===== config.mk =====
export PLATFORM = sky130hd
export DESIGN_NAME = rfs_filter_status
export DESIGN_NICKNAME = d
export VERILOG_FILES = /design/src/logic/rfs_pkg.sv /design/src/logic/rfs_filter_status.sv
export SDC_FILE = /design/constraint.sdc
export NUM_CORES = 1
export LEC_CHECK = 0
export ABC_AREA = 1
export BUFFER_PORTS_ARGS = -buffer_cell sky130_fd_sc_hd__buf_2
export CORE_MARGIN = 1.5
export CORE_UTILIZATION = 30
export DETAILED_ROUTE_END_ITERATION = 10
export GPL_TIMING_DRIVEN = 0
export HOLD_SLACK_MARGIN = 0.02
export PLACE_DENSITY = 0.56
export SETUP_SLACK_MARGIN = 0.3
export SLEW_MARGIN = 30
export SYNTH_ARGS = -nofsm -noshare
export SYNTH_HDL_FRONTEND = slang
export SYNTH_SLANG_ARGS = --single-unit

===== constraint.sdc =====
create_clock -name ref_clk -period 2.9 [get_ports ref_clk]
set_input_delay 0.58 -clock ref_clk [delete_from_list [all_inputs] [get_ports ref_clk]]
set_output_delay 0.58 -clock ref_clk [all_outputs]
set_load 0.02 [all_outputs]

===== src/logic/rfs_pkg.sv =====
// ==========================================================================
// Receive filter and status: shared constants and carriers
// ==========================================================================
package rfs_pkg;

  // ========================================================================
  // Register map
  // ========================================================================
  localparam int ADDR_W = 8;
  localparam logic [ADDR_W-1:0] FILTER_STATUS_IDX = 8'h02;
  localparam logic [ADDR_W-1:0] FILTER_STATUS_ADDR = 8'h08;
  localparam logic [ADDR_W-1:0] LOOPBACK_PERMIT_IDX = 8'h03;
  localparam logic [ADDR_W-1:0] LOOPBACK_PERMIT_ADDR = 8'h0C;
  localparam logic [15:0] FILTER_STATUS_RESET = 16'h0000;
  localparam logic [15:0] CONTROL_MASK = 16'hFE00;
  localparam logic [15:0] CLEAR_ON_START_MASK = 16'h01CF;
  localparam logic [1:0] RESP_OKAY = 2'h0;
  localparam logic [1:0] RESP_SLVERR = 2'h2;

  // ========================================================================
  // Field positions in the filter and status register and in the loopback permit register
  // ========================================================================
  localparam int BIT_ACCEPT_ERRORS = 15;
  localparam int BIT_ACCEPT_SHORT = 14;
  localparam int BIT_ACCEPT_BCAST = 13;
  localparam int BIT_PROMISCUOUS = 12;
  localparam int BIT_ALL_MCAST = 11;
  localparam int BIT_LOOPBACK_SEL_HI = 10;
  localparam int BIT_LOOPBACK_SEL_LO = 9;
  localparam int BIT_MULTICAST_SEEN = 8;
  localparam int BIT_BROADCAST_SEEN = 7;
  localparam int BIT_LAST_IN_BUFFER = 6;
  localparam int BIT_CARRIER = 5;
  localparam int BIT_COLLISION = 4;
  localparam int BIT_FCS_ERROR = 3;
  localparam int BIT_ALIGN_ERROR = 2;
  localparam int BIT_LOOPBACK_RX = 1;
  localparam int BIT_RECEIVED_OK = 0;
  localparam int BIT_XCVR_PERMIT = 6;

  // ========================================================================
  // Loopback modes
  // ========================================================================
  typedef enum logic [1:0] {
    RFS_LB_NONE = 2'h0,
    RFS_LB_MAC = 2'h1,
    RFS_LB_CODEC = 2'h2,
    RFS_LB_XCVR = 2'h3
  } rfs_loopback_t;

  // ========================================================================
  // Carriers
  // ========================================================================
  typedef struct packed {
    logic awvalid;
    logic [ADDR_W-1:0] awaddr;
    logic wvalid;
    logic [31:0] wdata;
    logic [3:0] wstrb;
    logic bready;
    logic arvalid;
    logic [ADDR_W-1:0] araddr;
    logic rready;
  } rfs_axi_req_t;

  typedef struct packed {
    logic awready;
    logic wready;
    logic bvalid;
    logic [1:0] bresp;
    logic arready;
    logic rvalid;
    logic [31:0] rdata;
    logic [1:0] rresp;
  } rfs_axi_rsp_t;

  typedef struct packed {
    logic table_match;
    logic is_multicast;
    logic is_broadcast;
    logic fcs_bad;
    logic misaligned;
    logic short_frame;
    logic collision;
    logic own_loopback;
    logic [15:0] remaining_buffer_words;
    logic [15:0] end_of_buffer_count;
  } rfs_frame_t;

endpackage : rfs_pkg


===== src/logic/rfs_filter_status.sv =====
// Register access over AXI4-Lite was left to the implementer.
`timescale 1ns/1ns
module rfs_filter_status (
  // Clock and reset
  input wire logic ref_clk,
  input wire logic rst,
  input wire logic soft_rst,
  // Register bus
  input wire rfs_pkg::rfs_axi_req_t axi_req,
  output rfs_pkg::rfs_axi_rsp_t axi_rsp,
  // Receive side
  input wire logic carrier_sense_pin,
  input wire logic rx_start,
  input wire logic rx_end,
  input wire rfs_pkg::rfs_frame_t rx_frame,
  // Results
  output logic rx_accept,
  output logic status_word_valid,
  output logic [15:0] status_word,
  output rfs_pkg::rfs_loopback_t loopback_mode,
  output logic xcvr_loopback_en
);

  // ========================================================================
  // State
  // ========================================================================
  logic [15:0] reg_q;
  logic [15:0] reg_d;
  logic permit_q;
  logic crs_meta_q;
  logic crs_sync_q;
  logic aw_done_q;
  logic w_done_q;
  logic [rfs_pkg::ADDR_W-1:0] aw_addr_q;
  logic [31:0] w_data_q;
  logic [3:0] w_strb_q;
  logic awready_q;
  logic wready_q;
  logic bvalid_q;
  logic [1:0] bresp_q;
  logic arready_q;
  logic rvalid_q;
  logic [31:0] rdata_q;
  logic [1:0] rresp_q;
  logic accept_q;
  logic status_valid_q;
  logic [15:0] status_word_q;
  logic [1:0] lb_mode_q;
  logic xcvr_q;
  logic addr_ok;
  logic error_ok;
  logic length_ok;
  logic accept;
  logic [15:0] new_status;
  logic [15:0] wmask;
  logic do_write;
  logic group_dest;
  logic wr_filter;
  logic wr_permit;

  // ========================================================================
  // Carrier sense synchroniser
  // ========================================================================
  // The pin is asynchronous to ref_clk, so only the second stage feeds logic.
  always_ff @(posedge ref_clk) begin
    if (rst) begin
      crs_meta_q <= 1'b0;
      crs_sync_q <= 1'b0;
    end else begin
      crs_meta_q <= carrier_sense_pin;
      crs_sync_q <= crs_meta_q;
    end
  end

  // ========================================================================
  // Address filter
  // ========================================================================
  // Broadcast is treated as a subset of multicast, both here and in the status.
  assign group_dest = rx_frame.is_multicast || rx_frame.is_broadcast;

  always_comb begin
    // With no filter bit set only the table match term survives.
    addr_ok = rx_frame.table_match;
    if (reg_q[rfs_pkg::BIT_ACCEPT_BCAST] && rx_frame.is_broadcast) begin
      addr_ok = 1'b1;
    end
    if (reg_q[rfs_pkg::BIT_ALL_MCAST] && group_dest) begin
      addr_ok = 1'b1;
    end
    if (reg_q[rfs_pkg::BIT_PROMISCUOUS] && !group_dest) begin
      addr_ok = 1'b1;
    end
  end

  // ========================================================================
  // Error and length gates
  // ========================================================================
  // Misalignment alone is no error: with a good check sequence the frame stays.
  always_comb begin
    error_ok = reg_q[rfs_pkg::BIT_ACCEPT_ERRORS] || (!rx_frame.fcs_bad && !rx_frame.collision);
    length_ok = !rx_frame.short_frame || reg_q[rfs_pkg::BIT_ACCEPT_SHORT];
    accept = rx_end && addr_ok && error_ok && length_ok;
  end

  // ========================================================================
  // Status for the frame now ending
  // ========================================================================
  always_comb begin
    new_status = 16'h0000;
    new_status[15:9] = reg_q[15:9];
    new_status[rfs_pkg::BIT_CARRIER] = crs_sync_q;
    new_status[rfs_pkg::BIT_MULTICAST_SEEN] = group_dest;
    new_status[rfs_pkg::BIT_BROADCAST_SEEN] = rx_frame.is_broadcast;
    new_status[rfs_pkg::BIT_LAST_IN_BUFFER] =
      rx_frame.remaining_buffer_words <= rx_frame.end_of_buffer_count;
    new_status[rfs_pkg::BIT_COLLISION] = rx_frame.collision;
    new_status[rfs_pkg::BIT_FCS_ERROR] = rx_frame.fcs_bad && !rx_frame.misaligned;
    new_status[rfs_pkg::BIT_ALIGN_ERROR] = rx_frame.fcs_bad && rx_frame.misaligned;
    new_status[rfs_pkg::BIT_LOOPBACK_RX] = rx_frame.own_loopback && !rx_frame.fcs_bad
      && (reg_q[10:9] != 2'h0);
    new_status[rfs_pkg::BIT_RECEIVED_OK] = !rx_frame.fcs_bad && !rx_frame.short_frame
      && !rx_frame.collision;
  end

  // ========================================================================
  // Register bus: write path
  // ========================================================================
  // Address and data may come in either order; the write waits for both.
  assign do_write = aw_done_q && w_done_q && !bvalid_q;
  assign wr_filter = do_write && aw_addr_q == rfs_pkg::FILTER_STATUS_ADDR;
  assign wr_permit = do_write && aw_addr_q == rfs_pkg::LOOPBACK_PERMIT_ADDR;

  always_comb begin
    wmask = {{8{w_strb_q[1]}}, {8{w_strb_q[0]}}} & rfs_pkg::CONTROL_MASK;
  end

  always_ff @(posedge ref_clk) begin
    if (rst) begin
      aw_done_q <= 1'b0;
      awready_q <= 1'b1;
      aw_addr_q <= '0;
    end else if (awready_q && axi_req.awvalid) begin
      aw_done_q <= 1'b1;
      awready_q <= 1'b0;
      aw_addr_q <= axi_req.awaddr;
    end else if (do_write) begin
      aw_done_q <= 1'b0;
    end else if (bvalid_q && axi_req.bready) begin
      awready_q <= 1'b1;
    end
  end

  always_ff @(posedge ref_clk) begin
    if (rst) begin
      w_done_q <= 1'b0;
      wready_q <= 1'b1;
      w_data_q <= '0;
      w_strb_q <= '0;
    end else if (wready_q && axi_req.wvalid) begin
      w_done_q <= 1'b1;
      wready_q <= 1'b0;
      w_data_q <= axi_req.wdata;
      w_strb_q <= axi_req.wstrb;
    end else if (do_write) begin
      w_done_q <= 1'b0;
    end else if (bvalid_q && axi_req.bready) begin
      wready_q <= 1'b1;
    end
  end

  always_ff @(posedge ref_clk) begin
    if (rst) begin
      bvalid_q <= 1'b0;
      bresp_q <= rfs_pkg::RESP_OKAY;
    end else if (do_write) begin
      bvalid_q <= 1'b1;
      if (aw_addr_q == rfs_pkg::FILTER_STATUS_ADDR || aw_addr_q == rfs_pkg::LOOPBACK_PERMIT_ADDR) begin
        bresp_q <= rfs_pkg::RESP_OKAY;
      end else begin
        bresp_q <= rfs_pkg::RESP_SLVERR;
      end
    end else if (bvalid_q && axi_req.bready) begin
      bvalid_q <= 1'b0;
    end
  end

  // ========================================================================
  // Register bus: read path
  // ========================================================================
  always_ff @(posedge ref_clk) begin
    if (rst) begin
      arready_q <= 1'b1;
      rvalid_q <= 1'b0;
    end else if (arready_q && axi_req.arvalid) begin
      arready_q <= 1'b0;
      rvalid_q <= 1'b1;
    end else if (rvalid_q && axi_req.rready) begin
      rvalid_q <= 1'b0;
      arready_q <= 1'b1;
    end
  end

  // The word is sampled at the address handshake; status landing on that
  // same edge shows only on the following read.
  always_ff @(posedge ref_clk) begin
    if (rst) begin
      rdata_q <= '0;
      rresp_q <= rfs_pkg::RESP_OKAY;
    end else if (arready_q && axi_req.arvalid) begin
      rresp_q <= rfs_pkg::RESP_OKAY;
      if (axi_req.araddr == rfs_pkg::FILTER_STATUS_ADDR) begin
        rdata_q <= {16'h0000, reg_q};
      end else if (axi_req.araddr == rfs_pkg::LOOPBACK_PERMIT_ADDR) begin
        rdata_q <= 32'h00000000;
        rdata_q[rfs_pkg::BIT_XCVR_PERMIT] <= permit_q;
      end else begin
        rdata_q <= 32'h00000000;
        rresp_q <= rfs_pkg::RESP_SLVERR;
      end
    end
  end

  // ========================================================================
  // Filter and status register
  // ========================================================================
  // Software reset is deliberately absent here: only the hardware reset
  // may disturb the filter setup, so a recovering driver keeps its filters.
  always_comb begin
    reg_d = reg_q;
    reg_d[rfs_pkg::BIT_CARRIER] = crs_sync_q;
    if (wr_filter) begin
      reg_d = (reg_d & ~wmask) | (w_data_q[15:0] & wmask);
    end
    if (rx_start) begin
      reg_d = reg_d & ~rfs_pkg::CLEAR_ON_START_MASK;
    end
    // A frame ending in the same cycle as the next start keeps its status.
    if (accept) begin
      reg_d[8:0] = new_status[8:0];
    end
  end

  always_ff @(posedge ref_clk) begin
    if (rst) begin
      reg_q <= rfs_pkg::FILTER_STATUS_RESET;
    end else begin
      reg_q <= reg_d;
    end
  end

  // ========================================================================
  // Transceiver loopback permit
  // ========================================================================
  always_ff @(posedge ref_clk) begin
    if (rst) begin
      permit_q <= 1'b0;
    end else if (wr_permit && w_strb_q[0]) begin
      permit_q <= w_data_q[rfs_pkg::BIT_XCVR_PERMIT];
    end
  end

  // ========================================================================
  // Packet status word and acceptance strobe
  // ========================================================================
  // The status word carries the filter bits too, so software can tell which
  // filter setting admitted the packet, unless a bus write changes those bits in that same cycle.
  always_ff @(posedge ref_clk) begin
    if (rst || soft_rst) begin
      accept_q <= 1'b0;
      status_valid_q <= 1'b0;
    end else begin
      accept_q <= accept;
      status_valid_q <= accept;
    end
  end

  always_ff @(posedge ref_clk) begin
    if (rst) begin
      status_word_q <= '0;
    end else if (accept) begin
      status_word_q <= {reg_d[15:9], new_status[8:0]};
    end
  end

  // ========================================================================
  // Loopback selection
  // ========================================================================
  always_ff @(posedge ref_clk) begin
    if (rst) begin
      lb_mode_q <= 2'h0;
    end else begin
      lb_mode_q <= reg_q[rfs_pkg::BIT_LOOPBACK_SEL_HI:rfs_pkg::BIT_LOOPBACK_SEL_LO];
    end
  end

  // A cleared permit drops the transceiver loop at once, while the mode
  // output still shows what software asked for.
  always_ff @(posedge ref_clk) begin
    if (rst) begin
      xcvr_q <= 1'b0;
    end else begin
      xcvr_q <= (reg_q[10:9] == 2'h3) && permit_q;
    end
  end

  // ========================================================================
  // Outputs
  // ========================================================================
  always_comb begin
    axi_rsp.awready = awready_q;
    axi_rsp.wready = wready_q;
    axi_rsp.bvalid = bvalid_q;
    axi_rsp.bresp = bresp_q;
    axi_rsp.arready = arready_q;
    axi_rsp.rvalid = rvalid_q;
    axi_rsp.rdata = rdata_q;
    axi_rsp.rresp = rresp_q;
    rx_accept = accept_q;
    status_word_valid = status_valid_q;
    status_word = status_word_q;
    loopback_mode = rfs_pkg::rfs_loopback_t'(lb_mode_q);
    xcvr_loopback_en = xcvr_q;
  end

endmodule : rfs_filter_status


==> out/metrics.csv <==
metric,value,unit
outcome,finished with violations,
failed_checks,DRC,
timing_max_transition_violations_final,0,
worst_path_required_time,3.16,ns
detailroute.via_count,3369,
timing.critical_path.buf_inv,4,
synth.area.top_cells,"sky130_fd_sc_hd__dfxtp_1, sky130_fd_sc_hd__a21oi_1, sky130_fd_sc_hd__nand2_1",
dieArea,12600,um2
total_area_of_multi_input_combinational_cells,1510,um2
post_synth_instance_area,3570,um2
fillerInstances,1218,
cts_hold_repair.buffers,0,
syn-instance-count,470,
worst_r2r_endpoint,reg_q[8]$_SDFFE_PP0P_,
final_hold_viol_count,0,
core_region_area,11500,um2
postRouteWirelength,9610,um
yosys.area.top_type_share,45.4,%
die_x,112,um
track_usage,15.7,%
ys_warn_count,0,
power.ir.vdd_worst,0.294,mV
worstPathArrival,1.89,ns
rsz0062_at_grt,no,
cts_buf_count,9,
min_path_type,reg2reg,
finalWorstSetupSlack,1.28,ns
hold_worst_slack,0.412,ns
nNetsFinal,736,
drt_pre_antenna_iters,8,
cts.root.buffer_cell,sky130_fd_sc_hd__clkbuf_16,
wire_per_inst,12.6,um
cts.sink_count,81,
design.portCount,165,
p_leak,2.32,nW
drt.antenna.violating_nets,0,
postCtsSetupRepairBufs,0,
dp_cells,749,
finalPower,2.69,mW
timing.final.crit_period,1.62,ns
fin_crit_sh,56.0,%
min-delay-start,crs_meta_q$_SDFF_PP0_,
htree_num_levels,3,
worst-r2r-setup-slack,1.46,ns
register_area,1620,um2
setup_viol,0,
most-common-layout-cells,"sky130_fd_sc_hd__buf_2, sky130_fd_sc_hd__nand2_1, sky130_fd_sc_hd__dfxtp_1",
worstSetupEndpointType,flip-flop,
relSlewSlack,63.6,%
critical_path.startpoint,rst,
chipHeight,112,um
drtIter0Drc,185,
tritoncts,yes,
synth_area_per_cell,7.60,um2
synth_cell_types,28,
global_route_wire_length_before_repair,15700,um
drc_errors,19,
tns,0,ns
worstHoldEndpoint,crs_sync_q$_SDFF_PP0_,
insertedDiodeCount,0,
dp_hpwl,7530,um
critical_path_class,in2reg,
clock_tree.buffer_depth,2,
timing_worst_slew_pin_value,0.542,ns
ctsResizeCount,0,
critPathMaxStageDelay,0.42,ns
largest_area_contributor_in_the_netlist,sky130_fd_sc_hd__dfxtp_1,
synth_seq_cells,81,
antenna_violations_before_repair,0,
placement_rows,39,
max_cap_violations,0,
finalClockSkew,0.00863,ns
post_cts_clock_slew_at_the_launch_and_capture_registers_of_the_worst_setup_and_hold_paths,0.06,ns
r2r-start,reg_q[13]$_SDFF_PP0_,
achievable_clock_frequency,616,MHz
grt_max_degree,15,
detail_route.vias_per_cell,4.40,
final-instance-count-excl-fill,765,
place_ws,0.899,ns
slowest_stage,sky130_fd_sc_hd__clkbuf_1,
whs_path_depth,2,
timing.critical_path.mode_cell,sky130_fd_sc_hd__clkbuf_1,
seq_area_frac_synth,45.4,%
layout_commonest_cell,sky130_fd_sc_hd__buf_2,
final_layout_size_suffix_gt1_share,28.5,%
buffer_ports.inserted,119,
rr_worst_depth,8,
power_density,570,nW/um2
initial_core_util,31.0,%
number_of_global_route_vias_before_repair,3322,
flow.area_growth_from_synthesis,32.0,%
gp_congestion,0.844,
crit_chain,clkbuf_1 -> inv_1 -> clkbuf_2 -> clkbuf_1 -> o21ai_0 -> a21oi_1,
grt_remaining_overflow,0,
critical-path-top-delay-family,buffers and inverters,
clk-insertion-delay-late,0.34,ns
start_kind,input pin,
worst-path-max-fanout,10,
[kinds of logic (layout without fill, tap and decap cells)]
kind of cell | Yosys count | after routing | share of synthesized area, %
other | 1 | 18 | 0.105
adder cells (fa/ha/maj) | 16 | 16 | 5.60
flip-flops | 81 | 81 | 45.4
AND/OR/NAND/NOR | 144 | 144 | 16.6
AO/OA/AOI/OAI | 125 | 125 | 18.3
buffers and inverters | 103 | 238 | 14.0
[flip-flops by register name, indices dropped and copies added (netlist names), 2 cells and up]
name,flops
rdata_q,16
w_data_q,8
aw_addr_q,8
reg_q,15
w_strb_q,2
status_word,16
loopback_mode,2
[worst register-to-register path, cell delays in order, from the launching register on]
cell	delay [ns]
sky130_fd_sc_hd__dfxtp_1	0.34
sky130_fd_sc_hd__a21oi_1	0.15
sky130_fd_sc_hd__nand3_1	0.08
sky130_fd_sc_hd__nand3_1	0.09
sky130_fd_sc_hd__buf_2	0.24
sky130_fd_sc_hd__nand2_1	0.10
sky130_fd_sc_hd__inv_2	0.14
sky130_fd_sc_hd__nand2_1	0.08
sky130_fd_sc_hd__a21oi_1	0.14
[where the power goes]
| part | total, mW | internal (mW) | switching (mW) | leakage, nW |
|---|---|---|---|---|
| Sequential | 1.19 | 1.17 | 0.0254 | 0.663 |
| Combinational | 0.359 | 0.143 | 0.217 | 1.51 |
| Clock | 1.14 | 0.696 | 0.442 | 0.151 |
[layout make-up]
| class | count | area share, % |
|---|---|---|
| flip-flops and latches | 81 | 34.4 |
| plain buffers | 45 | 6.00 |
| multi-input cells | 303 | 32.1 |
| repair buffers | 119 | 12.6 |
| inverters | 58 | 4.62 |
| clock buffers | 11 | 5.15 |
| clock inverters | 5 | 1.30 |
| well taps | 143 | 3.80 |
[stage by stage]
stage	utilization, %	instance area [um2]
after global placement	38.3	4410
after detailed placement	38.3	4410
after global routing	40.9	4710
after CTS	40.9	4710
final	40.9	4710
after floorplan	-	3640
[cell usage after synthesis]
cell,n
sky130_fd_sc_hd__nor4_1,1
sky130_fd_sc_hd__inv_2,4
sky130_fd_sc_hd__nand2_2,1
sky130_fd_sc_hd__conb_1,1
sky130_fd_sc_hd__nand4_1,1
sky130_fd_sc_hd__o21a_1,1
sky130_fd_sc_hd__buf_6,2
sky130_fd_sc_hd__nand3_1,9
sky130_fd_sc_hd__a21oi_2,1
sky130_fd_sc_hd__dfxtp_1,81
sky130_fd_sc_hd__buf_2,3
sky130_fd_sc_hd__a211oi_2,1
sky130_fd_sc_hd__clkbuf_2,1
sky130_fd_sc_hd__nor3_1,3
sky130_fd_sc_hd__or2_4,1
sky130_fd_sc_hd__inv_1,54
sky130_fd_sc_hd__nor4_4,1
sky130_fd_sc_hd__a21oi_1,64
sky130_fd_sc_hd__ha_1,16
sky130_fd_sc_hd__a21o_1,1
sky130_fd_sc_hd__nand2_1,82
sky130_fd_sc_hd__nor2_1,43
sky130_fd_sc_hd__o21ai_2,3
sky130_fd_sc_hd__nand3b_1,2
sky130_fd_sc_hd__o21ai_1,4
sky130_fd_sc_hd__o21ai_0,50
sky130_fd_sc_hd__clkbuf_1,14
sky130_fd_sc_hd__buf_4,25
[worst max-delay path by stage]
| stage | to | slack (ns) | cells past startpoint |
|---|---|---|---|
| 6_report | rdata_q[4]$_SDFFE_PP0P_ | 1.28 | 6 |
| 5_1_grt | rdata_q[4]$_SDFFE_PP0P_ | 1.09 | 6 |
| 4_1_cts | rdata_q[6]$_SDFFE_PP0P_ | 1.25 | 6 |
| 3_5_place_dp | rdata_q[2]$_SDFFE_PP0P_ | 0.90 | 6 |
| 3_3_place_gp | rdata_q[2]$_SDFFE_PP0P_ | 0.91 | 6 |
| 2_1_floorplan | rdata_q[2]$_SDFFE_PP0P_ | 1.32 | 5 |
[routing by layer]
metal	track usage, %	vias to the layer above	wire (um)
met3	4.70	7	642
met5	0	-	0
met1	17.6	1503	4030
met2	29.0	94	4870
met4	4.30	0	74
li1	-	1765	-
Power figures use the tool's default switching activity.
